File: src/hw/uhr_defs.vh
// Constants for the host register set of the parallel serial-port interface.
// Assumes a single 250 MHz clock and a synchronous active-low reset.
`ifndef UHR_DEFS_VH
`define UHR_DEFS_VH
`define UHR_OFS_DATA 3'h0
`define UHR_OFS_IEN 3'h1
`define UHR_OFS_IID 3'h2
`define UHR_OFS_FMT 3'h3
`define UHR_OFS_HSO 3'h4
`define UHR_OFS_LST 3'h5
`define UHR_OFS_HSI 3'h6
`define UHR_OFS_SCR 3'h7
`define UHR_FMT_DIV_BIT 7
`define UHR_FCR_MODE_BIT 0
`define UHR_FCR_RXCLR_BIT 1
`define UHR_FCR_TXCLR_BIT 2
`define UHR_IID_NONE 4'h1
`define UHR_IID_LINE 4'h6
`define UHR_IID_RXAV 4'h4
`define UHR_IID_TOUT 4'hc
`define UHR_IID_TXE 4'h2
`define UHR_IID_HS 4'h0
`define UHR_TRIG_0 5'h01
`define UHR_TRIG_1 5'h04
`define UHR_TRIG_2 5'h08
`define UHR_TRIG_3 5'h0e
`define UHR_FIFO_DEPTH 16
`define UHR_CHAR_TIMES 4
`define UHR_RESET_BYTE 8'h00
`define UHR_LST_RESET 8'h60
`endif

File: src/hw/uhr_fifo_mem.v
// Sixteen-byte storage for the receive FIFO, registered read data.
// Assumes the owner manages pointers and never writes and reads one slot badly.
`timescale 1ns/1ps
module uhr_fifo_mem (
    input wire i_clock,
    input wire i_we,
    input wire [3:0] i_waddr,
    input wire [7:0] i_wdata,
    input wire [3:0] i_raddr,
    output reg [7:0] o_rdata
);
    reg [7:0] mem [0:15];
    always @(posedge i_clock) begin
        if (i_we) begin
            mem[i_waddr] <= i_wdata;
        end
        o_rdata <= mem[i_raddr];
    end
endmodule // uhr_fifo_mem

File: src/hw/uhr_regs.v
// Host register set with interrupt enables, identification and receive FIFO.
// Assumes host strobes are synchronous one-cycle pulses; serial engine is on the same clock.
`timescale 1ns/1ps
`include "uhr_defs.vh"
module uhr_regs #(
    parameter CHAR_CYCLES = 16'h1000
) (
    input wire i_clock,
    input wire i_rstn,
    input wire [2:0] i_addr,
    input wire i_wr,
    input wire i_rd,
    input wire [7:0] i_wdata,
    output reg [7:0] o_rdata,
    output reg o_host_irq_out,
    input wire i_rx_valid,
    input wire [7:0] i_rx_byte,
    input wire [3:0] i_rx_errors,
    input wire i_tx_taken,
    input wire i_tx_idle,
    input wire [3:0] i_handshake_lines,
    output reg o_tx_valid,
    output reg [7:0] o_tx_byte,
    output reg [15:0] o_baud_divisor,
    output reg [7:0] o_char_format,
    output reg [7:0] o_handshake_outputs
);
    ////////////////////////////////////////////////////////////////////////
    function [4:0] trig_level;
        input [1:0] sel;
        begin
            case (sel)
                2'h0: trig_level = `UHR_TRIG_0;
                2'h1: trig_level = `UHR_TRIG_1;
                2'h2: trig_level = `UHR_TRIG_2;
                default: trig_level = `UHR_TRIG_3;
            endcase
        end
    endfunction

    reg [3:0] irq_source_enables_reg;
    reg [7:0] fifo_setup_reg;
    reg [7:0] scratch_byte_reg;
    reg [7:0] tx_hold_reg;
    reg tx_full_reg;
    reg [3:0] line_err_reg;
    reg [3:0] line_err_seen_reg;
    reg line_irq_reg;
    reg [3:0] hs_sync1_reg, hs_sync2_reg, hs_prev_reg;
    reg [3:0] hs_delta_reg;
    reg [3:0] rx_wptr_reg, rx_rptr_reg;
    reg [4:0] rx_count_reg;
    reg [7:0] rx_single_reg;
    reg [15:0] idle_cnt_reg;
    reg [2:0] idle_chars_reg;
    reg txe_irq_reg;
    wire [7:0] rx_mem_data;

    wire div_sel = o_char_format[`UHR_FMT_DIV_BIT];
    wire fifo_mode = fifo_setup_reg[`UHR_FCR_MODE_BIT];
    wire wr_data = i_wr && i_addr == `UHR_OFS_DATA && !div_sel;
    wire rd_data = i_rd && i_addr == `UHR_OFS_DATA && !div_sel;
    wire wr_ien = i_wr && i_addr == `UHR_OFS_IEN && !div_sel;
    wire wr_fcr = i_wr && i_addr == `UHR_OFS_IID;
    wire rd_iid = i_rd && i_addr == `UHR_OFS_IID;
    wire rd_lst = i_rd && i_addr == `UHR_OFS_LST;
    wire rd_hsi = i_rd && i_addr == `UHR_OFS_HSI;
    wire rx_ready = fifo_mode ? (rx_count_reg != 5'h00) : (rx_count_reg != 5'h00);
    wire rx_push = i_rx_valid && (!fifo_mode || rx_count_reg != 5'h10);
    wire rx_pop = rd_data && rx_count_reg != 5'h00;
    wire rx_trig = fifo_mode ? (rx_count_reg >= trig_level(fifo_setup_reg[7:6]))
                             : rx_ready;
    wire rx_tout = fifo_mode && rx_count_reg != 5'h00 && idle_chars_reg > 3'h4;
    wire overrun = i_rx_valid && !rx_push ||
                   (!fifo_mode && i_rx_valid && rx_count_reg != 5'h00);
    wire [3:0] err_now = line_err_reg;
    wire [7:0] lst_val = {line_err_seen_reg != 4'h0 && fifo_mode,
                          !tx_full_reg && i_tx_idle, !tx_full_reg,
                          err_now[3:0], rx_ready};
    wire [7:0] hsi_val = {hs_sync2_reg, hs_delta_reg};

    ////////////////////////////////////////////////////////////////////////
    // Interrupt priority: line status, receive, timeout, transmit, handshake.
    reg [3:0] iid_code;
    always @* begin
        if (irq_source_enables_reg[2] && line_irq_reg) begin
            iid_code = `UHR_IID_LINE;
        end else if (irq_source_enables_reg[0] && rx_trig) begin
            iid_code = `UHR_IID_RXAV;
        end else if (irq_source_enables_reg[0] && rx_tout) begin
            iid_code = `UHR_IID_TOUT;
        end else if (irq_source_enables_reg[1] && txe_irq_reg) begin
            iid_code = `UHR_IID_TXE;
        end else if (irq_source_enables_reg[3] && hs_delta_reg != 4'h0) begin
            iid_code = `UHR_IID_HS;
        end else begin
            iid_code = `UHR_IID_NONE;
        end
    end

    ////////////////////////////////////////////////////////////////////////
    uhr_fifo_mem u_rx_mem (
        .i_clock(i_clock),
        .i_we(rx_push),
        .i_waddr(rx_wptr_reg),
        .i_wdata(i_rx_byte),
        .i_raddr(rx_pop ? rx_rptr_reg + 4'h1 : rx_rptr_reg),
        .o_rdata(rx_mem_data)
    );

    reg [7:0] rd_mux;
    always @* begin
        case (i_addr)
            `UHR_OFS_DATA: rd_mux = div_sel ? o_baud_divisor[7:0]
                                    : (fifo_mode ? rx_mem_data : rx_single_reg);
            `UHR_OFS_IEN: rd_mux = div_sel ? o_baud_divisor[15:8]
                                   : {4'h0, irq_source_enables_reg};
            `UHR_OFS_IID: rd_mux = {fifo_mode, fifo_mode, 2'h0, iid_code};
            `UHR_OFS_FMT: rd_mux = o_char_format;
            `UHR_OFS_HSO: rd_mux = {4'h0, o_handshake_outputs[3:0]};
            `UHR_OFS_LST: rd_mux = lst_val;
            `UHR_OFS_HSI: rd_mux = hsi_val;
            default: rd_mux = scratch_byte_reg;
        endcase
    end

    ////////////////////////////////////////////////////////////////////////
    always @(posedge i_clock) begin
        hs_sync1_reg <= i_handshake_lines;
        hs_sync2_reg <= hs_sync1_reg;
        if (!i_rstn) begin
            o_rdata <= `UHR_RESET_BYTE;
            o_host_irq_out <= 1'b0;
            o_tx_valid <= 1'b0;
            o_tx_byte <= `UHR_RESET_BYTE;
            o_baud_divisor <= 16'h0000;
            o_char_format <= `UHR_RESET_BYTE;
            o_handshake_outputs <= `UHR_RESET_BYTE;
            irq_source_enables_reg <= 4'h0;
            fifo_setup_reg <= `UHR_RESET_BYTE;
            scratch_byte_reg <= `UHR_RESET_BYTE;
            tx_hold_reg <= `UHR_RESET_BYTE;
            tx_full_reg <= 1'b0;
            line_err_reg <= 4'h0;
            line_err_seen_reg <= 4'h0;
            line_irq_reg <= 1'b0;
            hs_prev_reg <= 4'h0;
            hs_delta_reg <= 4'h0;
            rx_wptr_reg <= 4'h0;
            rx_rptr_reg <= 4'h0;
            rx_count_reg <= 5'h00;
            rx_single_reg <= `UHR_RESET_BYTE;
            idle_cnt_reg <= 16'h0000;
            idle_chars_reg <= 3'h0;
            txe_irq_reg <= 1'b1;
        end else begin
            o_rdata <= rd_mux;
            o_host_irq_out <= iid_code != `UHR_IID_NONE;
            if (wr_ien) begin
                irq_source_enables_reg <= i_wdata[3:0];
            end
            if (i_wr && div_sel && i_addr == `UHR_OFS_DATA) begin
                o_baud_divisor[7:0] <= i_wdata;
            end
            if (i_wr && div_sel && i_addr == `UHR_OFS_IEN) begin
                o_baud_divisor[15:8] <= i_wdata;
            end
            if (i_wr && i_addr == `UHR_OFS_FMT) begin
                o_char_format <= i_wdata;
            end
            if (i_wr && i_addr == `UHR_OFS_HSO) begin
                o_handshake_outputs <= {4'h0, i_wdata[3:0]};
            end
            if (i_wr && i_addr == `UHR_OFS_SCR) begin
                scratch_byte_reg <= i_wdata;
            end
            if (wr_fcr) begin
                fifo_setup_reg <= {i_wdata[7:6], 5'h00, i_wdata[`UHR_FCR_MODE_BIT]};
            end
            // Transmit holding byte; the serial engine takes it.
            if (wr_data) begin
                tx_hold_reg <= i_wdata;
                tx_full_reg <= 1'b1;
                txe_irq_reg <= 1'b0;
            end else if (i_tx_taken && tx_full_reg) begin
                tx_full_reg <= 1'b0;
                txe_irq_reg <= 1'b1;
            end else if (rd_iid && iid_code == `UHR_IID_TXE) begin
                txe_irq_reg <= 1'b0;
            end
            o_tx_valid <= tx_full_reg && !(i_tx_taken && o_tx_valid);
            o_tx_byte <= tx_hold_reg;
            // Line errors: new error sets over a status read clear.
            line_err_reg <= (rd_lst ? 4'h0 : line_err_reg) |
                            (i_rx_valid ? {i_rx_errors[3:1], overrun} : 4'h0);
            line_err_seen_reg <= (rd_lst ? 4'h0 : line_err_seen_reg) |
                                 (i_rx_valid ? i_rx_errors[3:1] : 4'h0);
            line_irq_reg <= (rd_lst ? 1'b0 : line_irq_reg) |
                            (i_rx_valid && ({i_rx_errors[3:1], overrun} != 4'h0));
            // Handshake deltas: set wins over the read clear.
            hs_prev_reg <= hs_sync2_reg;
            hs_delta_reg <= (rd_hsi ? 4'h0 : hs_delta_reg) |
                            ((hs_sync2_reg ^ hs_prev_reg) & 4'hb) |
                            {1'b0, hs_prev_reg[2] & ~hs_sync2_reg[2], 2'h0};
            // Receive path: FIFO in FIFO mode, one byte otherwise.
            if (wr_fcr && (i_wdata[`UHR_FCR_RXCLR_BIT] ||
                           i_wdata[`UHR_FCR_MODE_BIT] != fifo_mode)) begin
                rx_wptr_reg <= 4'h0;
                rx_rptr_reg <= 4'h0;
                rx_count_reg <= 5'h00;
            end else if (fifo_mode) begin
                if (rx_push) begin
                    rx_wptr_reg <= rx_wptr_reg + 4'h1;
                end
                if (rx_pop) begin
                    rx_rptr_reg <= rx_rptr_reg + 4'h1;
                end
                rx_count_reg <= rx_count_reg + {4'h0, rx_push} - {4'h0, rx_pop};
            end else begin
                if (i_rx_valid) begin
                    rx_single_reg <= i_rx_byte;
                    rx_count_reg <= 5'h01;
                end else if (rx_pop) begin
                    rx_count_reg <= 5'h00;
                end
            end
            // Idle character-time counter for the timeout.
            if (i_rx_valid || rx_pop || rx_count_reg == 5'h00) begin
                idle_cnt_reg <= 16'h0000;
                idle_chars_reg <= 3'h0;
            end else if (idle_cnt_reg == CHAR_CYCLES - 16'h0001) begin
                idle_cnt_reg <= 16'h0000;
                if (idle_chars_reg != 3'h7) begin
                    idle_chars_reg <= idle_chars_reg + 3'h1;
                end
            end else begin
                idle_cnt_reg <= idle_cnt_reg + 16'h0001;
            end
        end
    end
endmodule // uhr_regs

File: config.mk
export PLATFORM = sky130hd
export DESIGN_NAME = uhr_regs
export DESIGN_NICKNAME = d
export VERILOG_FILES = /design/src/hw/uhr_fifo_mem.v /design/src/hw/uhr_regs.v
export VERILOG_INCLUDE_DIRS = /design/src /design/src/hw
export SDC_FILE = /design/constraint.sdc
export NUM_CORES = 1
export LEC_CHECK = 0
export ABC_AREA = 1
export BUFFER_PORTS_ARGS = -buffer_cell sky130_fd_sc_hd__buf_2
export CAP_MARGIN = 10
export CORE_ASPECT_RATIO = 1.1
export CORE_MARGIN = 1.5
export CORE_UTILIZATION = 29
export DETAILED_ROUTE_END_ITERATION = 16
export HOLD_SLACK_MARGIN = 0.02
export PLACE_DENSITY = 0.55
export SLEW_MARGIN = 25
export SYNTH_ARGS = -nofsm -noshare
export SYNTH_HDL_FRONTEND = slang
export SYNTH_SLANG_ARGS = --single-unit
export TNS_END_PERCENT = 20
File: constraint.sdc
create_clock -name i_clock -period 6.4 [get_ports i_clock]
set_clock_uncertainty 0.1 [all_clocks]
set_input_delay 1.28 -clock i_clock [delete_from_list [all_inputs] [get_ports i_clock]]
set_output_delay 1.28 -clock i_clock [all_outputs]
set_load 0.1 [all_outputs]
---- After elaboration in Yosys (flattened, before gate mapping) ----
Memories as Yosys holds them, arrays and structs flattened. A register that Yosys moved wholly into a read port is not among the register bits.
Index checks and enable logic that the tools add are counted.
storage, ports and cells
  flip-flop bits (word level) ............. 136
  bits in writable memories ............... 128
  bits of input ports ..................... 34
  output and inout port bits .............. 50
  word-level logic and storage cells ...... 152
  memories kept ........................... 1
cells by class
  add/subtract/negate cells ............... 6
  $lt $le $gt $ge ......................... 2
  eq/ne operators ......................... 15
  multiplexer cells ....................... 28
  bitwise gates (word level) .............. 11
  reductions and logical operators ........ 62
memory list
  name          depth  width  read ports  clocked after memory_dff  write ports  line               source
  u_rx_mem.mem  16     8      1           1                         1            uhr_fifo_mem.v:12  reg [7:0] mem [0:15];
operators by type and width
  operator                                               number
  one-hot mux 8 bit (7 select lines)                     1
  logical AND 1 bit                                      36
  two-way mux 4 bit                                      8
  two-way mux 8 bit                                      3
  adder 16 x 1 -> 16 bit, second input constant          1
  equality test 16 x 12 -> 1 bit, second input constant  1
  two-way mux 5 bit                                      3
  equality test 3 bit, second input constant             4
  one-hot mux 4 bit (3 select lines)                     1
  nonzero test 4 bit                                     3
  two-way mux 1 bit                                      10
  adder 4 x 1 -> 4 bit, second input constant            2
  OR 4 x 3 -> 4 bit                                      2
  OR 4 bit                                               2
  equality test 3 x 2 -> 1 bit, second input constant    2
  nonzero test 3 bit                                     2
  adder 5 x 1 -> 5 bit                                   1
  greater-or-equal comparator 5 bit                      1
  logical NOT 1 bit                                      5
  logical NOT 5 bit                                      1
  logical OR 1 bit                                       5
  inequality test 5 bit, second input constant           1
  nonzero test 5 bit                                     1
  subtractor 5 x 1 -> 5 bit                              1
  other kinds (22)                                       27

---- Longest topological paths before layout ----
Gate-level depths: netlist of run 1.
  word-level depth ........................ 12
  gate-level depth with buffers ........... 17
  gate-level depth less buffers ........... 17

---- By module ----
A second synthesis of run 1 with hierarchy kept.
second synthesis, totals
  cells, all modules ...................... 1357
  area, all modules ....................... 11788.8 µm²
modules (own cells, without submodules)
  module        times used  cells each  area each (µm²)  seq. area each (µm²)
  uhr_regs      1           806         6022.0           2702.6
  uhr_fifo_mem  1           551         5766.8           4003.8

---- Worst setup path before layout of run 1 ----
Ideal clock, no wire load.
  path type ............................... input-to-reg
  start ................................... input port i_rx_valid
  end ..................................... register rx_count_reg[4]
  setup time .............................. 0.071 ns
  arrival time ............................ 3.188 ns
  data required time ...................... 6.229 ns
  path slack .............................. 3.041 ns
  stages on the path ...................... 14
  path buffers ............................ 0
  cell sequence ........................... inv_1 o21ai_0 inv_1 ha_1 inv_1 ha_1 fa_1 nand2_1 a21oi_1 nor2_1 inv_1 a21oi_1 o21ai_0 a21oi_1
between the ends
  cells in the longest elaborated chain, start to end .. 4
  elaborated cells between the ends (all ways) .. 6
  those cells by class .................... 2 x add/sub; 2 x mux; 2 x reduce/logical
ends and longest elaborated chain
  what                       line            source
  start: declaration         uhr_regs.v:16   input wire i_rx_valid,
  logical AND 1 bit          uhr_regs.v:69   wire rx_push = i_rx_valid && (!fifo_mode || rx_count_reg != 5'h10);
  adder 5 x 1 -> 5 bit       uhr_regs.v:218  rx_count_reg <= rx_count_reg + {4'h0, rx_push} - {4'h0, rx_pop};
  subtractor 5 x 1 -> 5 bit  uhr_regs.v:218
  two-way mux 5 bit          uhr_regs.v:211  end else if (fifo_mode) begin
  end signal: assignment     uhr_regs.v:218
  end: declaration           uhr_regs.v:52   reg [4:0] rx_count_reg;
Several ways; a longest one is shown, not always the timed one.
A chain may end at the register's enable or synchronous reset.

---- Final worst setup path of run 1 ----
Ends and elaborated chain as after synthesis.

==> metrics, run 1 <==
Worst EP required between 6 and 7 ns; DP Area 12600 sq um; max-cap check violation count 0; Vert. Die Dim 215 um; top cells by area, synth edfxtp_1 (32%), dfxtp_1 (24%), nand3_1 (7.6%); grt met2 use 23.4%; Seq cells post-synth 271; met3 Usage GRT 2.21%; HP Start hs_sync1_reg[0]$_DFF_P_; switch share between 20% and 30%; non-filler cells, final 1939; combinational share of power roughly 7.8%; Reg power frac 49.2%; Pwr Density 281 nW/um^2; Mapped Area 11800 sq um; number of global-route vias before repair ~8.5k; Final min period approximately 3.5 ns; CTS Buf Count 28; Hold Path Depth 0; reg2reg start rx_count_reg[2]$_SDFFE_PP0P_; syn_area_per_cell ~9 sq um; core area approximately 40000 sq um; Cells after Synth 1345; IO buf count 78; met1 Resource Use GR 19.1%; ys flop type dfxtp_1; largest fanout on the critical path 7; setup TNS 0 ns; final WL 30300 um; Highest Clock Rate 283 MHz; fin area between 10000 and 15000 sq um; status complete, no violations; Unique masters post-synth 46; Internal Power 0.00290 W; final worst-path cycle share between 50% and 60%; total number of H-tree levels 1; Worst VDD drop ~0.0002 V; Hold Path Class reg2reg; PostCTS Resize Cnt 0; Setup Crit Path Kind in2reg; Worst R2R Path Depth 17; initial core utilization approximately 29%; FP Rows 77; GRT Residual Overflow 0; clock root cell clkbuf_16; placed instance count around 1.9k; P&R area growth vs syn 14.6%; largest net degree at the start of global routing 72; CTS tree yes; nets@finish between 1k and 1.5k; # IOs 84; WL/cell 15.6 um; Clock power frac between 40 and 50%; Worst EP arrival 3.90 ns; share of post-route cells with drive strength above 1 10.5%; Slew Limit Fails 0; DRC 0; Post-synth EDFFs approximately 130; # fillers 4182; clk sinks 271; DRT Pass-1 Iters 5; most common cell after layout, fill and taps aside nand2_1; diodes inserted 0; GRT busiest layer met2; Worst Tran Pin Value 1.00 ns; Final setup viols 0; hold path endpoint hs_sync2_reg[0]$_DFF_P_; R2R setup slack 3.07 ns; CP Launch Type input port; Routed Antenna Nets 0; GP Congestion 0.862; register area share after synthesis 56.6%; vias per inst ~4.7; Largest register FFs 128; hpwl dp 19900 um; Clock transition at path regs 0.06 ns; Leak approximately 5.7 nW; setup bufs post-CTS 0; clk_lat worst skew 0.55 ns; initial DRC count 598; Slew HR 32.9%; Yosys top cell area share 32.5%; Hold Buf Count CTS 0; Vias between 9k and 10k; count of final hold-check violations 0; Total GRT Usage 14.2%; Yosys top cell by area edfxtp_1; sw power 0.000922 W; Crit. End Element flop; Yosys warning total 0; RSZ-0062 raised after global routing false; most frequent cells in the layout nand2_1 (230), inv_1 (195), nand3_1 (178); Die Wd slightly below 200 um; Die ar. 42100 sq um; ys async rst share 0%; reg-to-reg critical path endpoint rx_count_reg[4]$_SDFFE_PP0P_; clock buffer depth 3; antenna violations before repair 0; global-route wire length before repair 47300 um
## cells in the mapped netlist, types with 6 or more instances
cell      instances
a31oi_1           7
clkbuf_1         22
nand3b_1         32
a21oi_1          85
buf_2            23
nor2_1          114
edfxtp_1        128
buf_4            10
nand2_1         232
nor3_1            8
nand3_1         179
dfxtp_1         143
o21ai_0          80
xnor2_1           8
xor2_1            6
nand4_1           6
inv_1           195
ha_1             19
## cells by family (layout without fill, tap and decap cells)
kind of cell / count (synthesis) / after routing / share of synthesized area, %
other: 1 / 4 / 0.0317
XOR/XNOR: 14 / 14 / 1.04
AND/OR/NAND/NOR: 584 / 584 / 22.1
adder cells (fa/ha/maj): 20 / 20 / 2.18
buffers and inverters: 261 / 339 / 9.17
AO/OA/AOI/OAI: 194 / 194 / 8.81
flip-flops: 271 / 271 / 56.6
## metrics by stage
stage                     worst slack, ns  util, %  power [W]  hold WS (ns)
after floorplan                      3.04        -    0.00213         0.210
after global placement               2.32     31.4    0.00221         0.214
after detailed placement             2.34     31.4    0.00222         0.212
after CTS                            2.92     33.7    0.00386         0.227
after global routing                 2.68     33.7    0.00396         0.231
final                                2.87     33.7    0.00382         0.222
## final cells by class
| class | instances | area (sq um) | area share [%] |
|---|---|---|---|
| sequential | 271 | 6710 | 49.4 |
| multi-input combinational | 816 | 4080 | 30.0 |
| clock buffer | 37 | 807 | 5.95 |
| inverter | 201 | 757 | 5.58 |
| tap | 513 | 642 | 4.73 |
| timing repair buffer | 86 | 450 | 3.32 |
| clock inverter | 15 | 131 | 0.968 |
## worst max path at each step
stage	startpoint	endpoint	slack [ns]	depth (start not counted)
floorplan	i_rx_valid	rx_count_reg[4]$_SDFFE_PP0P_	3.04	14
global placement	i_rx_valid	rx_count_reg[4]$_SDFFE_PP0P_	2.32	15
detailed placement	i_rx_valid	rx_count_reg[4]$_SDFFE_PP0P_	2.34	15
CTS	i_rx_valid	rx_count_reg[4]$_SDFFE_PP0P_	2.92	15
global route	i_rx_valid	rx_count_reg[4]$_SDFFE_PP0P_	2.68	15
finish	i_rx_valid	rx_count_reg[4]$_SDFFE_PP0P_	2.87	15
## worst max-delay path: stages
cell	delay, ns
buf_2	0.17
inv_1	0.09
o21ai_0	0.70
inv_1	0.10
ha_1	0.30
inv_1	0.04
ha_1	0.20
fa_1	0.40
nand2_1	0.09
a21oi_1	0.06
nor2_1	0.08
inv_1	0.05
a21oi_1	0.10
o21ai_0	0.10
a21oi_1	0.12
## metal layers
metal  vias to the layer above  wire, um
met5                         -         0
met4                         0       879
met3                        53      1550
met2                       218     13800
met1                      4251     14100
li1                       4542         -
## power groups by stage
stage / clock network [W] / logic [W] / registers [W]
2_1_floorplan: 0 / 0.000164 / 0.00196
3_3_place_gp: 0 / 0.000296 / 0.00192
3_5_place_dp: 0 / 0.000300 / 0.00192
4_1_cts: 0.00168 / 0.000301 / 0.00188
5_1_grt: 0.00175 / 0.000329 / 0.00188
6_report: 0.00164 / 0.000299 / 0.00188
(Power assumes the default switching activity.)
==> inputs of run 2 (changes only) <==
Settings changed: PLACE_DENSITY 0.55 to 0.57.
Clock period 6.4 ns to 2.97 ns, I/O delays scaled along.
==> metrics, run 2 (synthesized netlist as in run 1, its figures left out) <==
clk sinks 271 (unchanged); CP Launch Point rx_count_reg[2]$_SDFFE_PP0P_; fin area 14000 sq um (+3.1%); Clock transition at path regs 0.06 ns (about the same); Highest Clock Rate 373 MHz; initial core utilization 29.4% (unchanged); vias per inst 4.65 (-0.62%); setup TNS 0 ns (unchanged); largest net degree at the start of global routing 54 (-25%); WL/cell 15.5 um (-0.53%); final worst-path cycle share 90.3%; Slew HR 58.4% (+26 points); Largest register FFs 128 (unchanged); GRT busiest layer met2; diodes inserted 0 (unchanged); Crit. End Element flop; FP Rows 77 (unchanged); met3 Usage GRT 2.43% (+0.22 points); most common cell after layout, fill and taps aside nand2_1; Slew Limit Fails 0 (unchanged); Vias 9189 (+1.4%); clk_lat worst skew 0.56 ns (about the same); Setup Crit Path Kind reg2reg; Final setup viols 0 (unchanged); status complete, no violations; Final min period 2.68 ns; final hold slack 0.0440 ns (-0.178 ns); # IOs 84 (unchanged); largest fanout on the critical path 4 (-3); clock root cell clkbuf_16; number of global-route vias before repair 8961 (+5.3%); max-cap check violation count 0 (unchanged); Die Wd 196 um (unchanged); share of post-route cells with drive strength above 1 13.2% (+2.7 points); met1 Resource Use GR 20.3% (+1.2 points); count of final hold-check violations 0 (unchanged); Worst VDD drop 0.000444 V (+120%); Worst Tran Pin Value 0.619 ns (-0.384 ns); hpwl dp 20800 um (+4.2%); reg2reg start rx_count_reg[2]$_SDFFE_PP0P_; nets@finish 1497 (+2.7%); global-route wire length before repair 49500 um (+4.5%); Worst EP arrival 3.07 ns (-0.83 ns); Worst EP required 3.36 ns (-3.41 ns); RSZ-0062 raised after global routing false; IO buf count 78 (unchanged); most frequent cells in the layout nand2_1 (230), inv_1 (195), nand3_1 (178); antenna violations before repair 0 (unchanged); GRT Residual Overflow 0 (unchanged); initial DRC count 568 (-5.0%); DRT Pass-1 Iters 5 (unchanged); CP Launch Type flop; final WL 30700 um (+1.5%); # fillers 4222 (+0.96%); CTS tree yes; Die ar. 42100 sq um (unchanged); Vert. Die Dim 215 um (unchanged); GP Congestion 0.881 (+2.2%); Pwr Density 613 nW/um^2 (+120%); P&R area growth vs syn 18.1%; Hold Path Class in2reg; total number of H-tree levels 1 (unchanged); Routed Antenna Nets 0 (unchanged); DP Area 12900 sq um (+2.4%); clock buffer depth 3 (unchanged); CTS Buf Count 29 (+3.6%); DRC 0 (unchanged); Total GRT Usage 14.7% (+0.46 points); HP Start i_handshake_lines[1]; Leak 5.97 nW (+4.4%); core area 40300 sq um (unchanged); grt met2 use 23.6% (+0.19 points)
==> run 2: cell types whose count changed in the layout (fill, tap and decap cells not counted), moves of 3 or more <==
cell and change:
clkinv_1 -3, dlygate4sd3_1 +3, bufinv_16 +3, buf_12 +4, buf_4 +31
==> run 2: layout make-up <==
type | instances | area (sq um) | area share (%)
clock buffer | 35 | 788 | 5.64
clock inverter | 18 | 226 | 1.62
inverter | 201 | 757 | 5.41
multi-input combinational | 816 | 4070 | 29.1
sequential | 271 | 6710 | 48.0
tap | 513 | 642 | 4.59
timing repair buffer | 124 | 793 | 5.67
==> run 2: worst max-delay path, stage by stage, from the launching register on <==
cell and delay (ns):
dfxtp_2 0.36, inv_1 0.07, ha_1 0.22, nand2_1 0.09
nor2_1 0.06, o21ai_1 0.17, inv_1 0.06, ha_1 0.27
inv_1 0.04, ha_1 0.19, fa_1 0.40, nand2_1 0.08
a21oi_1 0.06, nor2_1 0.08, inv_1 0.05, a21oi_1 0.11
o21ai_0 0.09, a21oi_1 0.11
==> run 2: path summary, 6_finish.rpt <==
check                           slack (ns)                           end  cells past startpoint
worst min-delay path                  0.04       hs_sync1_reg[1]$_DFF_P_                      1
worst min register to register        0.23       hs_sync2_reg[2]$_DFF_P_                      0
worst max-delay path                  0.29  rx_count_reg[4]$_SDFFE_PP0P_                     17
worst max register to register        0.29  rx_count_reg[4]$_SDFFE_PP0P_                     17
==> run 2: metrics by stage <==
step                      power [W]  utilization [%]  worst slack (ns)  instances
after floorplan             0.00458                -             0.213       1348
after global placement      0.00480             32.1             0.102       1922
after detailed placement    0.00481             32.1             0.131       1922
after CTS                   0.00866             34.7             0.124       1977
after global routing        0.00889             34.7            0.0224       1978
final                       0.00857             34.7             0.287       1978
==> run 2: metal layers <==
| metal | wire length [um] | share of wire [%] |
|---|---|---|
| met5 | 0 | 0 |
| met4 | 824 | 2.7 |
| met3 | 1470 | 4.8 |
| met2 | 14000 | 46 |
| met1 | 14400 | 47 |
==> run 2: timing repair <==
action	CTS	global route
endpoints found under the setup margin	0	1
resized for setup	0	2
setup buffers	0	0
hold buffers	2	1
hold endpoints to repair	2	1
==> run 2: report_power, final <==
group / leakage (nW) / internal, W / switching (W)
registers: 2.33 / 0.00401 / 0.0000467
clock network: 0.498 / 0.00232 / 0.00152
logic: 3.14 / 0.000178 / 0.000496
total: 5.97 / 0.00651 / 0.00207
==> inputs of run 3 (changes only) <==
--- a/constraint.sdc
+++ b/constraint.sdc
@@ -4,2 +4,2 @@
 set_output_delay 0.594 -clock i_clock [all_outputs]
-set_load 0.1 [all_outputs]
+set_load 0.02 [all_outputs]
==> metrics, run 3 (synthesized netlist as in run 1, its figures left out) <==
status complete, no violations; Worst EP arrival 3.13 ns (+0.06 ns); Routed Antenna Nets 0 (unchanged); P&R area growth vs syn 18.1% (about the same); sw power 0.00191 W (-7.6%); Die Wd 196 um (unchanged); CP Launch Type flop; Hold Path Class in2reg; count of final hold-check violations 0 (unchanged); clock buffer depth 3 (unchanged); CTS Buf Count 28 (-3.4%); R2R setup slack 0.22 ns (-0.06 ns); final hold slack 0.0398 ns (-0.00422 ns); IO buf count 78 (unchanged); vias per inst 4.71 (+1.5%); Highest Clock Rate 364 MHz (-2.3%); final worst-path cycle share 92.5% (+2.1 points); most frequent cells in the layout nand2_1 (230), inv_1 (195), nand3_1 (178); Vert. Die Dim 215 um (unchanged); Worst EP required 3.35 ns (about the same); setup TNS 0 ns (unchanged); largest fanout on the critical path 4 (unchanged); Die ar. 42100 sq um (unchanged); GP Congestion 0.865 (-1.8%); CTS tree yes; combinational share of power 6.8% (-1.1 points); Total GRT Usage 14.6% (-0.059 points); initial DRC count 646 (+14%); nets@finish 1498 (+0.067%); WL/cell 15.6 um (+0.38%); share of post-route cells with drive strength above 1 12.8% (-0.42 points); most common cell after layout, fill and taps aside nand2_1; Clock power frac 44.8% (about the same); final WL 30900 um (+0.43%); number of global-route vias before repair 8852 (-1.2%); clock root cell clkbuf_16; antenna violations before repair 0 (unchanged); DP Area 13000 sq um (+0.20%); total number of H-tree levels 1 (unchanged); GRT Residual Overflow 0 (unchanged); Pwr Density 599 nW/um^2 (-2.2%); switch share 22.8% (-1.3 points); fin area 14000 sq um (about the same); setup ws final 0.224 ns (-0.0633 ns); Setup Crit Path Kind reg2reg; Slew Limit Fails 0 (unchanged); Internal Power 0.00647 W (-0.52%); Worst Tran Pin Value 0.607 ns (-0.0121 ns); Reg power frac 48.4% (+1.1 points); RSZ-0062 raised after global routing false; DP Worst Slack 0.103 ns (-0.0280 ns); max-cap check violation count 0 (unchanged); diodes inserted 0 (unchanged); initial core utilization 29.4% (unchanged); DRT Pass-1 Iters 5 (unchanged); # IOs 84 (unchanged); global-route wire length before repair 49200 um (-0.60%); Final Core Density 34.7% (about the same); clk_lat worst skew 0.56 ns (about the same); setup bufs post-CTS 0 (unchanged); Vias 9327 (+1.5%); largest net degree at the start of global routing 65 (+20%); DRC 0 (unchanged); Final setup viols 0 (unchanged); Largest register FFs 128 (unchanged); Clock transition at path regs 0.06 ns (about the same); Crit. End Element flop; FP Rows 77 (unchanged); Final min period 2.75 ns (+0.0633 ns); core area 40300 sq um (unchanged); Leak 5.96 nW (-0.10%); Worst VDD drop 0.000496 V (+12%); hpwl dp 20600 um (-0.64%); clk sinks 271 (unchanged); Slew HR 59.2% (+0.81 points)
## run 3: path summary, 6_finish.rpt
path,from,endpoint,cells after the start
max,rx_count_reg[3]$_SDFFE_PP0P_,rx_count_reg[4]$_SDFFE_PP0P_,17
min,i_handshake_lines[2],hs_sync1_reg[2]$_DFF_P_,1
max reg2reg,rx_count_reg[3]$_SDFFE_PP0P_,rx_count_reg[4]$_SDFFE_PP0P_,17
min reg2reg,hs_sync1_reg[0]$_DFF_P_,hs_sync2_reg[0]$_DFF_P_,0
## run 3: power by group through the flow
stage,logic (W),clock network [W],registers [W]
2_1_floorplan,0.000336,0,0.00414
3_3_place_gp,0.000564,0,0.00413
3_5_place_dp,0.000571,0,0.00413
4_1_cts,0.000575,0.00384,0.00405
5_1_grt,0.000642,0.00399,0.00406
6_report,0.000574,0.00375,0.00405
## run 3: timing repair
action,CTS,global route
hold endpoints to repair,3,0
resized for setup,0,2
hold buffers,3,0
setup endpoints to repair,0,1
## run 3: final cells by class
cell class,count,area (sq um)
fill,4159,26300
multi-input combinational,816,4070
inverter,201,757
clock inverter,9,151
timing repair buffer,126,821
sequential,271,6710
tap,513,642
clock buffer,43,838
## run 3: through the flow
stage	power [W]	instances
floorplan	0.00447	1348
global placement	0.00470	1924
detailed placement	0.00470	1924
CTS	0.00847	1979
global route	0.00869	1979
finish	0.00838	1979
## run 3: layer usage
metal  routed length [um]  vias to the layer above  global-route usage, %
met5                    0                        -                      0
met4                  877                        0                   4.69
met3                 1650                       56                   2.45
met2                14100                      265                   23.5
met1                14200                     4379                   20.1
li1                     -                     4627                      -
## run 3: critical path, stage by stage (launching register included)
cell and delay [ns]:
dfxtp_1 0.40, inv_1 0.09, ha_1 0.20, nand2_1 0.09, nor2_1 0.06, o21ai_1 0.18, inv_1 0.06, ha_1 0.27
inv_1 0.04, ha_1 0.20, fa_1 0.41, nand2_1 0.09, a21oi_1 0.06, nor2_1 0.08, inv_1 0.05, a21oi_1 0.11
o21ai_0 0.09, a21oi_1 0.12
